### src/hw/swdl_defines.svh
// Purpose: Constants for the sleep, wake and debug lock controller
// Assumes: Included by bare name
// Notes: Register offsets are byte addresses of 32-bit words
`ifndef SWDL_DEFINES_SVH
`define SWDL_DEFINES_SVH
`define SWDL_ADDR_CFG 8'h00
`define SWDL_ADDR_STATUS 8'h04
`define SWDL_ADDR_PIN_EVT 8'h08
`define SWDL_ADDR_CMD 8'h0c
`define SWDL_CFG_LOCK 0
`define SWDL_CFG_SLEEP_EN 1
`define SWDL_CFG_MAXMODE_LO 2
`define SWDL_CFG_WAKE_EN 4
`define SWDL_CFG_WAKE_PORT 5
`define SWDL_CFG_WAKE_PIN_LO 6
`define SWDL_CFG_WAKE_HIGH 9
`define SWDL_CFG_RESET 32'h0000_020c
`define SWDL_CMD_SLEEP 0
`define SWDL_CMD_HANDLER_DONE 1
`define SWDL_CMD_ERASE 2
`define SWDL_ERASE_NS 1000
`define SWDL_ERASE_CYCLES ((`SWDL_ERASE_NS + 3) / 4)
`endif

### src/hw/swdl_pkg.sv
// Purpose: Types for the sleep, wake and debug lock controller
// Assumes: Nothing
// Notes: Power modes 0 to 3, 0 is fully awake
package swdl_pkg;
   typedef enum logic [3:0] {
      SWDL_AWAKE = 4'h1,
      SWDL_SLEEP = 4'h2,
      SWDL_HANDLER = 4'h4,
      SWDL_WAKING = 4'h8
   } swdl_state_t;
   typedef logic [1:0] swdl_mode_t;
endpackage

### src/hw/swdl_ctrl.sv
// Purpose: Sleep depth, wake pin, pin events and debug lock control
// Assumes: Firmware requests sleep and reports handler completion
// Notes: Register port with read data one cycle after the strobe
// Operation
// A locked debug port refuses every access except a full erase.
// The debug lock is off after reset.
// With sleep disabled no sleep mode is ever entered.
// The chosen sleep mode never goes deeper than the configured limit; a limit of 0 still gives mode 1 here.
// Asleep and not held awake, UART receive data is ignored.
// Asserting the enabled wake pin raises a wake interrupt.
// While the wake pin is held asserted no sleep mode is entered.
// The wake function sits on one pin, others give pin interrupts.
// A pin interrupt wakes from any mode, then sleep resumes if allowed.
// The host asserts the wake pin before sending and holds it.
// The host waits for the notification before sending a command.
// Wake pin assertion queues a pin-change notification for transmit.
// The host holds the wake pin until the first response byte.
// The wake pin is selected by port 0-1 and pin 0-7.
// The wake pin active level is high or low, high by default.
// The wake pin is synchronised before use.
//
// Chosen here: the plain strobed port and the register offsets.
`timescale 1ns/1ps
`default_nettype none
`include "swdl_defines.svh"
module swdl_ctrl #(
   parameter int PORTS = 2,
   parameter int PINS = 8,
   parameter int ERASE_CYCLES = `SWDL_ERASE_CYCLES
) (
   input wire logic sys_clk,
   input wire logic rst,
   input wire logic [7:0] reg_addr,
   input wire logic [31:0] reg_wdata,
   input wire logic reg_wr,
   input wire logic reg_rd,
   output logic [31:0] reg_rdata,
   input wire logic [PORTS*PINS-1:0] gpio_in,
   input wire logic [PORTS*PINS-1:0] gpio_irq_en,
   input wire logic uart_rx_valid,
   input wire logic [7:0] uart_rx_data,
   output logic uart_rx_accept,
   output logic [7:0] uart_rx_out,
   output logic notify_req,
   input wire logic notify_ack,
   output logic cpu_wake_irq,
   output logic [1:0] power_mode,
   input wire logic dbg_req,
   input wire logic dbg_erase_req,
   output logic dbg_grant,
   output logic dbg_erase_busy
);
   localparam int N = PORTS * PINS;
   initial begin
      if (PORTS != 2 || PINS != 8 || ERASE_CYCLES < 1) begin
         $error("swdl_ctrl supports 2 ports of 8 pins only");
      end
   end

   function automatic logic [3:0] pin_index(input logic port,
                                           input logic [2:0] pin);
      pin_index = {port, pin};
   endfunction

   logic [31:0] cfg;
   logic [N-1:0] pin_evt;
   logic [N-1:0] gpio_s;
   logic [N-1:0] gpio_q;
   logic wake_raw;
   logic wake_act;
   logic wake_act_q;
   logic irq_pend;
   logic [31:0] erase_cnt;
   swdl_pkg::swdl_state_t state;
   swdl_pkg::swdl_state_t next_state;
   swdl_pkg::swdl_mode_t next_mode;
   swdl_pkg::swdl_mode_t req_mode;
   logic sleep_req;
   logic handler_done;
   logic erase_cmd;

   logic lock_en;
   logic sleep_en;
   logic [1:0] max_mode;
   logic wake_en;
   logic [3:0] wake_idx;
   logic wake_high;
   assign lock_en = cfg[`SWDL_CFG_LOCK];
   assign sleep_en = cfg[`SWDL_CFG_SLEEP_EN];
   assign max_mode = cfg[`SWDL_CFG_MAXMODE_LO +: 2];
   assign wake_en = cfg[`SWDL_CFG_WAKE_EN];
   assign wake_high = cfg[`SWDL_CFG_WAKE_HIGH];
   assign wake_idx = pin_index(cfg[`SWDL_CFG_WAKE_PORT],
                               cfg[`SWDL_CFG_WAKE_PIN_LO +: 3]);

   swdl_sync #(
      .WIDTH(N)
   ) u_sync (
      .sys_clk(sys_clk),
      .rst(rst),
      .din(gpio_in),
      .dout(gpio_s)
   );

   // Selected pin at its active level
   assign wake_raw = wake_high ? gpio_s[wake_idx] : ~gpio_s[wake_idx];
   assign wake_act = wake_en & wake_raw;

   logic wake_rise;
   assign wake_rise = wake_act & ~wake_act_q;

   // Command strobes
   logic cmd_wr;
   assign cmd_wr = reg_wr && reg_addr == `SWDL_ADDR_CMD;
   assign sleep_req = cmd_wr && reg_wdata[`SWDL_CMD_SLEEP];
   assign handler_done = cmd_wr && reg_wdata[`SWDL_CMD_HANDLER_DONE];
   assign erase_cmd = cmd_wr && reg_wdata[`SWDL_CMD_ERASE];
   assign req_mode = reg_wdata[5:4];

   // Configuration register
   always_ff @(posedge sys_clk) begin
      if (rst) begin
         cfg <= `SWDL_CFG_RESET;
      end else if (reg_wr && reg_addr == `SWDL_ADDR_CFG) begin
         cfg <= {22'h0, reg_wdata[9:0]};
      end
   end

   // Pin edge history
   always_ff @(posedge sys_clk) begin
      if (rst) begin
         gpio_q <= '0;
         wake_act_q <= 1'b0;
      end else begin
         gpio_q <= gpio_s;
         wake_act_q <= wake_act;
      end
   end

   // Ordinary pin-change events, sticky, set wins over clear
   logic [N-1:0] pin_chg;
   assign pin_chg = (gpio_s ^ gpio_q) & gpio_irq_en;
   always_ff @(posedge sys_clk) begin
      if (rst) begin
         pin_evt <= '0;
      end else begin
         if (reg_wr && reg_addr == `SWDL_ADDR_PIN_EVT) begin
            pin_evt <= (pin_evt & ~reg_wdata[N-1:0]) | pin_chg;
         end else begin
            pin_evt <= pin_evt | pin_chg;
         end
      end
   end

   // Deepest mode allowed when entering sleep
   always_comb begin
      next_mode = req_mode;
      if (req_mode > max_mode) begin
         next_mode = max_mode;
      end
      if (next_mode == 2'h0) begin
         next_mode = 2'h1;
      end
   end

   logic any_irq;
   assign any_irq = wake_rise | (|pin_chg);

   // Power state machine
   always_comb begin
      next_state = state;
      case (state)
         swdl_pkg::SWDL_AWAKE: begin

            if (sleep_req && sleep_en && !wake_act && !any_irq) begin
               next_state = swdl_pkg::SWDL_SLEEP;
            end
         end
         swdl_pkg::SWDL_SLEEP: begin
            if (wake_act) begin
               next_state = swdl_pkg::SWDL_AWAKE;
            end else if (|pin_chg) begin
               next_state = swdl_pkg::SWDL_HANDLER;
            end
         end
         swdl_pkg::SWDL_HANDLER: begin
            if (handler_done) begin
               next_state = swdl_pkg::SWDL_WAKING;
            end
         end
         swdl_pkg::SWDL_WAKING: begin
            // Handler over, resume sleep only if still allowed
            if (sleep_en && !wake_act && !any_irq) begin
               next_state = swdl_pkg::SWDL_SLEEP;
            end else begin
               next_state = swdl_pkg::SWDL_AWAKE;
            end
         end
         default: begin
            next_state = swdl_pkg::SWDL_AWAKE;
         end
      endcase
   end

   always_ff @(posedge sys_clk) begin
      if (rst) begin
         state <= swdl_pkg::SWDL_AWAKE;
      end else begin
         state <= next_state;
      end
   end

   // Power mode output, sleep mode latched on entry
   always_ff @(posedge sys_clk) begin
      if (rst) begin
         power_mode <= 2'h0;
      end else if (next_state != swdl_pkg::SWDL_SLEEP) begin
         power_mode <= 2'h0;
      end else if (state != swdl_pkg::SWDL_SLEEP) begin
         if (state == swdl_pkg::SWDL_AWAKE) begin
            power_mode <= next_mode;
         end else begin
            power_mode <= max_mode == 2'h0 ? 2'h1 : max_mode;
         end
      end
   end

   // Wake interrupt pulse to the processor
   always_ff @(posedge sys_clk) begin
      if (rst) begin
         cpu_wake_irq <= 1'b0;
         irq_pend <= 1'b0;
      end else begin
         cpu_wake_irq <= wake_rise | (|pin_chg);
         irq_pend <= irq_pend | wake_rise;
      end
   end

   // Pin-change notification request, held until taken
   always_ff @(posedge sys_clk) begin
      if (rst) begin
         notify_req <= 1'b0;
      end else if (wake_rise) begin
         notify_req <= 1'b1;
      end else if (notify_ack) begin
         notify_req <= 1'b0;
      end
   end

   // UART receive gating
   logic rx_open;
   assign rx_open = state == swdl_pkg::SWDL_AWAKE || wake_act;
   always_ff @(posedge sys_clk) begin
      if (rst) begin
         uart_rx_accept <= 1'b0;
         uart_rx_out <= 8'h00;
      end else begin
         uart_rx_accept <= uart_rx_valid && rx_open;
         if (uart_rx_valid && rx_open) begin
            uart_rx_out <= uart_rx_data;
         end
      end
   end

   // Debug port gate and full erase sequence
   always_ff @(posedge sys_clk) begin
      if (rst) begin
         dbg_grant <= 1'b0;
      end else begin
         dbg_grant <= dbg_req && !lock_en && !dbg_erase_busy;
      end
   end

   always_ff @(posedge sys_clk) begin
      if (rst) begin
         dbg_erase_busy <= 1'b0;
         erase_cnt <= 32'h0;
      end else if (dbg_erase_busy) begin
         if (erase_cnt == 32'(ERASE_CYCLES - 1)) begin
            dbg_erase_busy <= 1'b0;
            erase_cnt <= 32'h0;
         end else begin
            erase_cnt <= erase_cnt + 32'h1;
         end
      end else if (dbg_erase_req || erase_cmd) begin
         dbg_erase_busy <= 1'b1;
      end
   end

   // Register read port
   always_ff @(posedge sys_clk) begin
      if (rst) begin
         reg_rdata <= 32'h0;
      end else if (reg_rd) begin
         case (reg_addr)
            `SWDL_ADDR_CFG: reg_rdata <= cfg;
            `SWDL_ADDR_STATUS: begin
               reg_rdata <= {22'h0, dbg_erase_busy, irq_pend, notify_req,
                             wake_act, power_mode, state};
            end
            `SWDL_ADDR_PIN_EVT: reg_rdata <= {16'h0, pin_evt};
            default: reg_rdata <= 32'h0;
         endcase
      end else begin
         reg_rdata <= 32'h0;
      end
   end
endmodule // swdl_ctrl
`default_nettype wire

### src/hw/swdl_sync.sv
// Purpose: Three-stage pin synchroniser with agreement check
// Assumes: Input is asynchronous to sys_clk
// Notes: Output changes when stages two and three agree
`timescale 1ns/1ps
`default_nettype none
module swdl_sync #(
   parameter int WIDTH = 16
) (
   input wire logic sys_clk,
   input wire logic rst,
   input wire logic [WIDTH-1:0] din,
   output logic [WIDTH-1:0] dout
);
   logic [WIDTH-1:0] s1;
   logic [WIDTH-1:0] s2;
   logic [WIDTH-1:0] s3;
   initial begin
      if (WIDTH < 1) begin
         $error("swdl_sync width must be positive");
      end
   end
   always_ff @(posedge sys_clk) begin
      if (rst) begin
         s1 <= '0;
         s2 <= '0;
         s3 <= '0;
      end else begin
         s1 <= din;
         s2 <= s1;
         s3 <= s2;
      end
   end
   genvar i;
   generate
      for (i = 0; i < WIDTH; i++) begin : g_agree
         always_ff @(posedge sys_clk) begin
            if (rst) begin
               dout[i] <= 1'b0;
            end else if (s2[i] == s3[i]) begin
               dout[i] <= s3[i];
            end
         end
      end
   endgenerate
endmodule // swdl_sync
`default_nettype wire

### config.mk
export PLATFORM = sky130hd
export DESIGN_NAME = swdl_ctrl
export DESIGN_NICKNAME = d
export VERILOG_FILES = /design/src/hw/swdl_pkg.sv /design/src/hw/swdl_ctrl.sv /design/src/hw/swdl_sync.sv
export VERILOG_INCLUDE_DIRS = /design/src /design/src/hw
export SDC_FILE = /design/constraint.sdc
export NUM_CORES = 1
export LEC_CHECK = 0
export BUFFER_PORTS_ARGS = -buffer_cell sky130_fd_sc_hd__buf_2
export CORE_ASPECT_RATIO = 0.7
export CORE_MARGIN = 1
export CORE_UTILIZATION = 28
export CTS_BUF_LIST = sky130_fd_sc_hd__clkbuf_4 sky130_fd_sc_hd__clkbuf_8 sky130_fd_sc_hd__clkbuf_16
export DETAILED_ROUTE_END_ITERATION = 10
export SYNTH_ARGS = -nofsm -noshare
export SYNTH_HDL_FRONTEND = slang
export SYNTH_SLANG_ARGS = --single-unit
### constraint.sdc
create_clock -name sys_clk -period 3 [get_ports sys_clk]
set_input_delay 0 -clock sys_clk [delete_from_list [all_inputs] [get_ports sys_clk]]
set_output_delay 0 -clock sys_clk [all_outputs]
set_load 0.005 [all_outputs]
# Word-level counts from Yosys, hierarchy flattened
# Cells that the tools add are included.
classes:
  bitwise_logic: 13
  n_reduce_logical: 27
  n_lt_le_gt_ge: 2
  n_eq_ne: 26
  add_sub_neg: 1
  mux: 21
ops:
  columns: ["cell", "n"]
  rows:
  - ["case mux 16 bit (3 select lines)", 1]
  - ["adder 32 x 1 -> 32 bit (second input constant)", 1]
  - ["bitwise AND 16 bit", 2]
  - ["== test 32 x 8 -> 1 bit (second input constant)", 1]
  - ["2-to-1 mux 32 bit", 1]
  - ["OR 16 bit", 2]
  - ["== test 1 bit", 16]
  - ["== test 8 x 4 -> 1 bit (second input constant)", 2]
  - ["2-to-1 mux 16 bit", 1]
  - ["2-to-1 mux 4 bit", 4]
  - ["inverter 16 bit", 1]
  - ["case mux 4 bit (4 select lines)", 1]
  - ["OR reduction 16 bit", 1]
  - ["XOR 16 bit", 1]
  - ["logical AND 1 bit", 14]
  - ["2-to-1 mux 2 bit", 5]
  - ["== test 8 x 3 -> 1 bit (second input constant)", 1]
  - ["zero test 8 bit", 1]
  - ["!= test 4 x 2 -> 1 bit (second input constant)", 2]
  - ["2-to-1 mux 1 bit", 7]
  - ["less-than comparator 4 x 5 -> 1 bit (second input constant)", 1]
  - ["binary-select mux 1 bit (select 4 bit)", 1]
  - ["== test 4 x 1 -> 1 bit (second input constant)", 1]
  - ["== test 4 x 2 -> 1 bit (second input constant)", 1]
  - ["11 further kinds", 21]
word_totals:
  register_bits: 191
  out_inout_bits: 47

# Depth between registers and ports, before layout
logic_depth:
  word_depth: 13
  ltp_mapped: 9

# By module
# A second synthesis with hierarchy kept.
hier_totals:
  cells_unflattened: 769
  hier_area_um2: 7340.8
by_module_without_submodules:
  columns: ["mod", "area_per_inst_um2", "instances", "cells_per_inst"]
  rows:
  - ["swdl_ctrl", 5290.1, 1, 602]
  - ["swdl_sync", 2050.7, 1, 167]

# Worst setup path before layout
# Ideal clock, no wire load.
synth_timing:
  path_type: "flip-flop to flip-flop"
  start: "reg cfg[7]"
  end: "reg uart_rx_out[6]"
  required_ns: 2.868
  setup_slack_ns: 0.575
  stages_incl_launch_ff: 9
  arrival_ns: 2.293
  cell_sequence: "dfxtp_1 > buf_2 > mux4_2 > mux4_2 > xnor2_2 > a21oi_1 > clkbuf_1 > nand3b_1 > a21oi_1"
synth_via:
  elab_chain_cells: 7
synth_lines:
  columns: ["element", "line", "rtl"]
  rows:
  - ["from (decl)", "swdl_ctrl.sv:65", "logic [31:0] cfg;"]
  - ["from (signal assigned)", "swdl_ctrl.sv:123", "cfg <= `SWDL_CFG_RESET;"]
  - ["from (signal assigned)", "swdl_ctrl.sv:125", "cfg <= {22'h0, reg_wdata[9:0]};"]
  - ["binary-select mux 1 bit (select 4 bit) *", "swdl_ctrl.sv:106", "assign wake_raw = wake_high ? gpio_s[wake_idx] : ~gpio_s[wake_idx];"]
  - ["2-to-1 mux 1 bit (not written as such) *", "swdl_ctrl.sv:106", null]
  - ["inverter 1 bit", "swdl_ctrl.sv:106", null]
  - ["2-to-1 mux 1 bit *", "swdl_ctrl.sv:106", null]
  - ["bitwise AND 1 bit *", "swdl_ctrl.sv:107", "assign wake_act = wake_en & wake_raw;"]
  - ["logical OR 1 bit *", "swdl_ctrl.sv:252", "assign rx_open = state == swdl_pkg::SWDL_AWAKE || wake_act;"]
  - ["logical AND 1 bit *", "swdl_ctrl.sv:259", "if (uart_rx_valid && rx_open) begin"]
  - ["to (signal assigned)", "swdl_ctrl.sv:260", "uart_rx_out <= uart_rx_data;"]
  - ["to (decl)", "swdl_ctrl.sv:43", "output logic [7:0] uart_rx_out,"]
# Mark *: on every way between the ends. The rest lies on a longest branch, timed or not. The select of a mux whose other input is x is not followed.
# A chain may end at the register's enable or synchronous reset.

# Worst setup path in the final report
layout_timing:
  start: "reg cfg[7]"
  end: "reg uart_rx_out[4]"
# The elaborated chain is that of the path after synthesis.

==> impl_metrics.toml <==
[status]
status = "finished, final reports clean"

[sta]
fmax_mhz = 368
setup_violations = 0
relSlewSlack_pct = 46.1
tns_ps = 0
hold_viol_final = 0
final.setup_skew_ps = 12.5
period_minus_slack_ps = 2720
maxSlewViolCount = 0
worst_slew_pin_slew_ps = 806
period_share_pct = 90.6
rsz0062_at_grt = "false"

[placement]
io_buffers = 102
dp_cells = 1148
place_congestion = 0.801
dp_hpwl_um = 11500

[clock_tree]
clock_path_buffers = 2
cts.sinks = 175
clk_latency_ps = 430
clk_pin_slew_worst_paths_ps = 80
cts_root_buffer = "clkbuf_16"
post_cts_resized = 0
cts_tree = "yes"
htree_levels = 4
cts-buffers-inserted = 17

[logic_synthesis]
yosys_most_used_dff = "dfxtp_1"
yosys_register_bits = 175
synth_edf_count = 0
synthArstFlopShare_pct = 0
synth.avg_cell_area_um2 = 9.10
yosysUniqueCellTypes = 53
synth.cell_area_um2 = 6840
syn-instance-count = 751
seq_area_frac_synth_pct = 51.2
yosysWarnings = 0

[min_path]
worstHoldPathCells = 5
hold_path.class = "input pin to register"
hold_end = "cfg[4]"
min_from = "reg_wdata[4]"

[die]
die_area_um2 = 25100
io_pins = 135
start_util_pct = 28.7
rows = 47
die_h_um = 133
fp.dieW_um = 189
core_area_um2 = 23800

[pwr]
comb_power_share_pct = 5.3
p_int_mw = 3.70
power_frac_seq_pct = 49.4
p_leak_nw = 3.67
netSwitchingFraction_pct = 23.3
clock_power_share_pct = 45.3
vdd_drop_max_uv = 382
p_per_area_nw_per_um2 = 543
p_sw_mw = 1.12

[layout]
nets = 1009
instances_no_fill = 1247
drive_above_1_share_pct = 17.5
syn_to_final_growth_pct = 29.8

[critical_path]
required_ps = 3350
cp_cell_sequence = "mux4_2, mux4_2, xnor2_2, a21oi_1, buf_4, o21ai_0, a21oi_1"
worst_path_max_delay_cell = "mux4_2"
worst_ep_arrival_time_ps = 3070
rr_worst_depth = 7
slowest_delay_ps = 580
reg2reg_from = "cfg[7]"
ff2ff_setup_slack_ps = 280
path_class = "register to register"
critPathLaunchType = "register"
rr_endpoint = "uart_rx_out[4]"
end_kind = "register"
cp_max_fo = 17

[detailed_routing]
post_drt_wl_per_cell_um = 13.2
drc_errors = 0
firstDrtPassIters = 5
vias = 5451
post_drt_via_cell_ratio = 4.37
drt-initial-drc-count = 302
ant_nets = 0
finalWirelength_um = 16400

[grt]
grt_max_degree = 59
grt_use_total_pct = 13.6
grt_pass1_wl_um = 26600
overflow = 0
first_global_vias = 5032
antenna_found_initial = 1

[run]
maxCapViolations = 0
cells in the mapped netlist, types with 6 or more instances:
master | number | area [um^2]
mux2i_1 | 17 | 170
o21ai_0 | 33 | 165
xnor2_1 | 14 | 123
nor2b_1 | 69 | 432
and3_1 | 7 | 43.8
nand4_1 | 12 | 75.1
nor2_1 | 80 | 300
nand3_1 | 11 | 55.1
a21oi_1 | 64 | 320
buf_4 | 16 | 120
or3_1 | 7 | 43.8
nand3b_1 | 8 | 60.1
inv_1 | 25 | 93.8
ha_1 | 6 | 75.1
nor4_1 | 10 | 62.6
xor2_1 | 25 | 219
nand2_1 | 81 | 304
dfxtp_1 | 175 | 3500
clkbuf_1 | 25 | 93.8
state kept, by name, indices dropped and copies added (netlist names):
register / cells
pin_evt: 16
irq_pend: 1
state: 4
notify_req: 1
u_sync.s3: 16
cfg: 10
reg_rdata: 16
erase_cnt: 32
power_mode: 2
dbg_erase_busy: 1
u_sync.s2: 16
uart_rx_out: 8
wake_act_q: 1
u_sync.s1: 16
uart_rx_accept: 1
gpio_q: 16
dbg_grant: 1
u_sync.dout: 16
cpu_wake_irq: 1
area by class of cell:
type	count	area, um^2
clock inverter	13	124
tap	318	398
timing repair buffer	181	1270
antenna	1	2.50
fill	2416	14900
inverter	25	93.8
sequential	175	3500
clock buffer	19	453
multi-input combinational	515	3030
through the flow:
stage / area, um^2 / hold WS, ps / power [mW] / setup WS, ps / utilization (%)
6_report: 8880 / 9.76 / 4.82 / 282 / 37.3
5_1_grt: 8880 / 41.4 / 5.02 / 98.0 / 37.3
4_1_cts: 8870 / 6.75 / 4.89 / 275 / 37.3
3_5_place_dp: 7640 / 212 / 2.64 / 286 / 32.1
3_3_place_gp: 7640 / 208 / 2.63 / 307 / 32.1
2_1_floorplan: 6890 / 126 / 2.55 / 575 / -
critical path, delay by kind of cell, from the launching register on:
kind	cells	cell delay, ps
AOI/OAI and AO/OA	3	600
DFF	1	540
xor gates and xnor gates	1	160
buffers and inverters	1	260
muxes	2	1080
layout by cell type (no fill, tap or decap), drive strengths merged, types with 7 or more instances in the layout:
| master | count |
|---|---|
| dfxtp | 175 |
| buf | 115 |
| nand2 | 81 |
| nor2 | 80 |
| nor2b | 69 |
| dlygate4sd3 | 66 |
| a21oi | 64 |
| o21ai | 33 |
| inv | 32 |
| xor2 | 25 |
| clkbuf | 19 |
| mux2i | 17 |
| conb | 16 |
| xnor2 | 15 |
| nand4 | 13 |
| nand3 | 11 |
| nor4 | 11 |
| nand3b | 8 |
| or3 | 7 |
| and3 | 7 |
| nor3 | 7 |
routing by layer:
metal  global-route usage [%]  routed length (um)
met5                        0                   0
met4                     5.38                 248
met3                     3.50                 992
met2                     18.8                6620
met1                     20.0                8550
power groups by stage:
stage               clock (mW)  combinational, mW  sequential, mW
global placement             0              0.201            2.43
global route              2.35              0.284            2.39
detailed placement           0              0.203            2.43
floorplan                    0              0.120            2.43
finish                    2.19              0.257            2.38
CTS                       2.25              0.259            2.38
cell families (layout without fill, tap and decap cells):
family,count (synthesis),count (layout),synth area share [%]
AND/OR/NAND/NOR,314,314,23.6
flip-flops,175,175,51.2
AO/OA/AOI/OAI,117,117,9.41
buffers and inverters,76,238,5.23
XOR/XNOR,40,40,5.23
multiplexers,22,22,4.14
adder cells (fa/ha/maj),6,6,1.10
other,1,17,0.0549
how the worst max path moves through the flow:
stage,startpoint,to,cells past startpoint
final,cfg[7],uart_rx_out[4],7
after global routing,cfg[7],uart_rx_out[4],7
after floorplan,cfg[7],uart_rx_out[6],8
after CTS,cfg[7],uart_rx_out[4],7
after detailed placement,cfg[7],uart_rx_out[2],7
after global placement,cfg[7],uart_rx_out[6],7
repair_timing:
| action | in CTS | in global routing |
|---|---|---|
| buffers inserted | 0 | 0 |
| hold buffers | 66 | 0 |
| endpoints found under the hold margin | 54 | 0 |
Power figures use the tool's default switching activity.
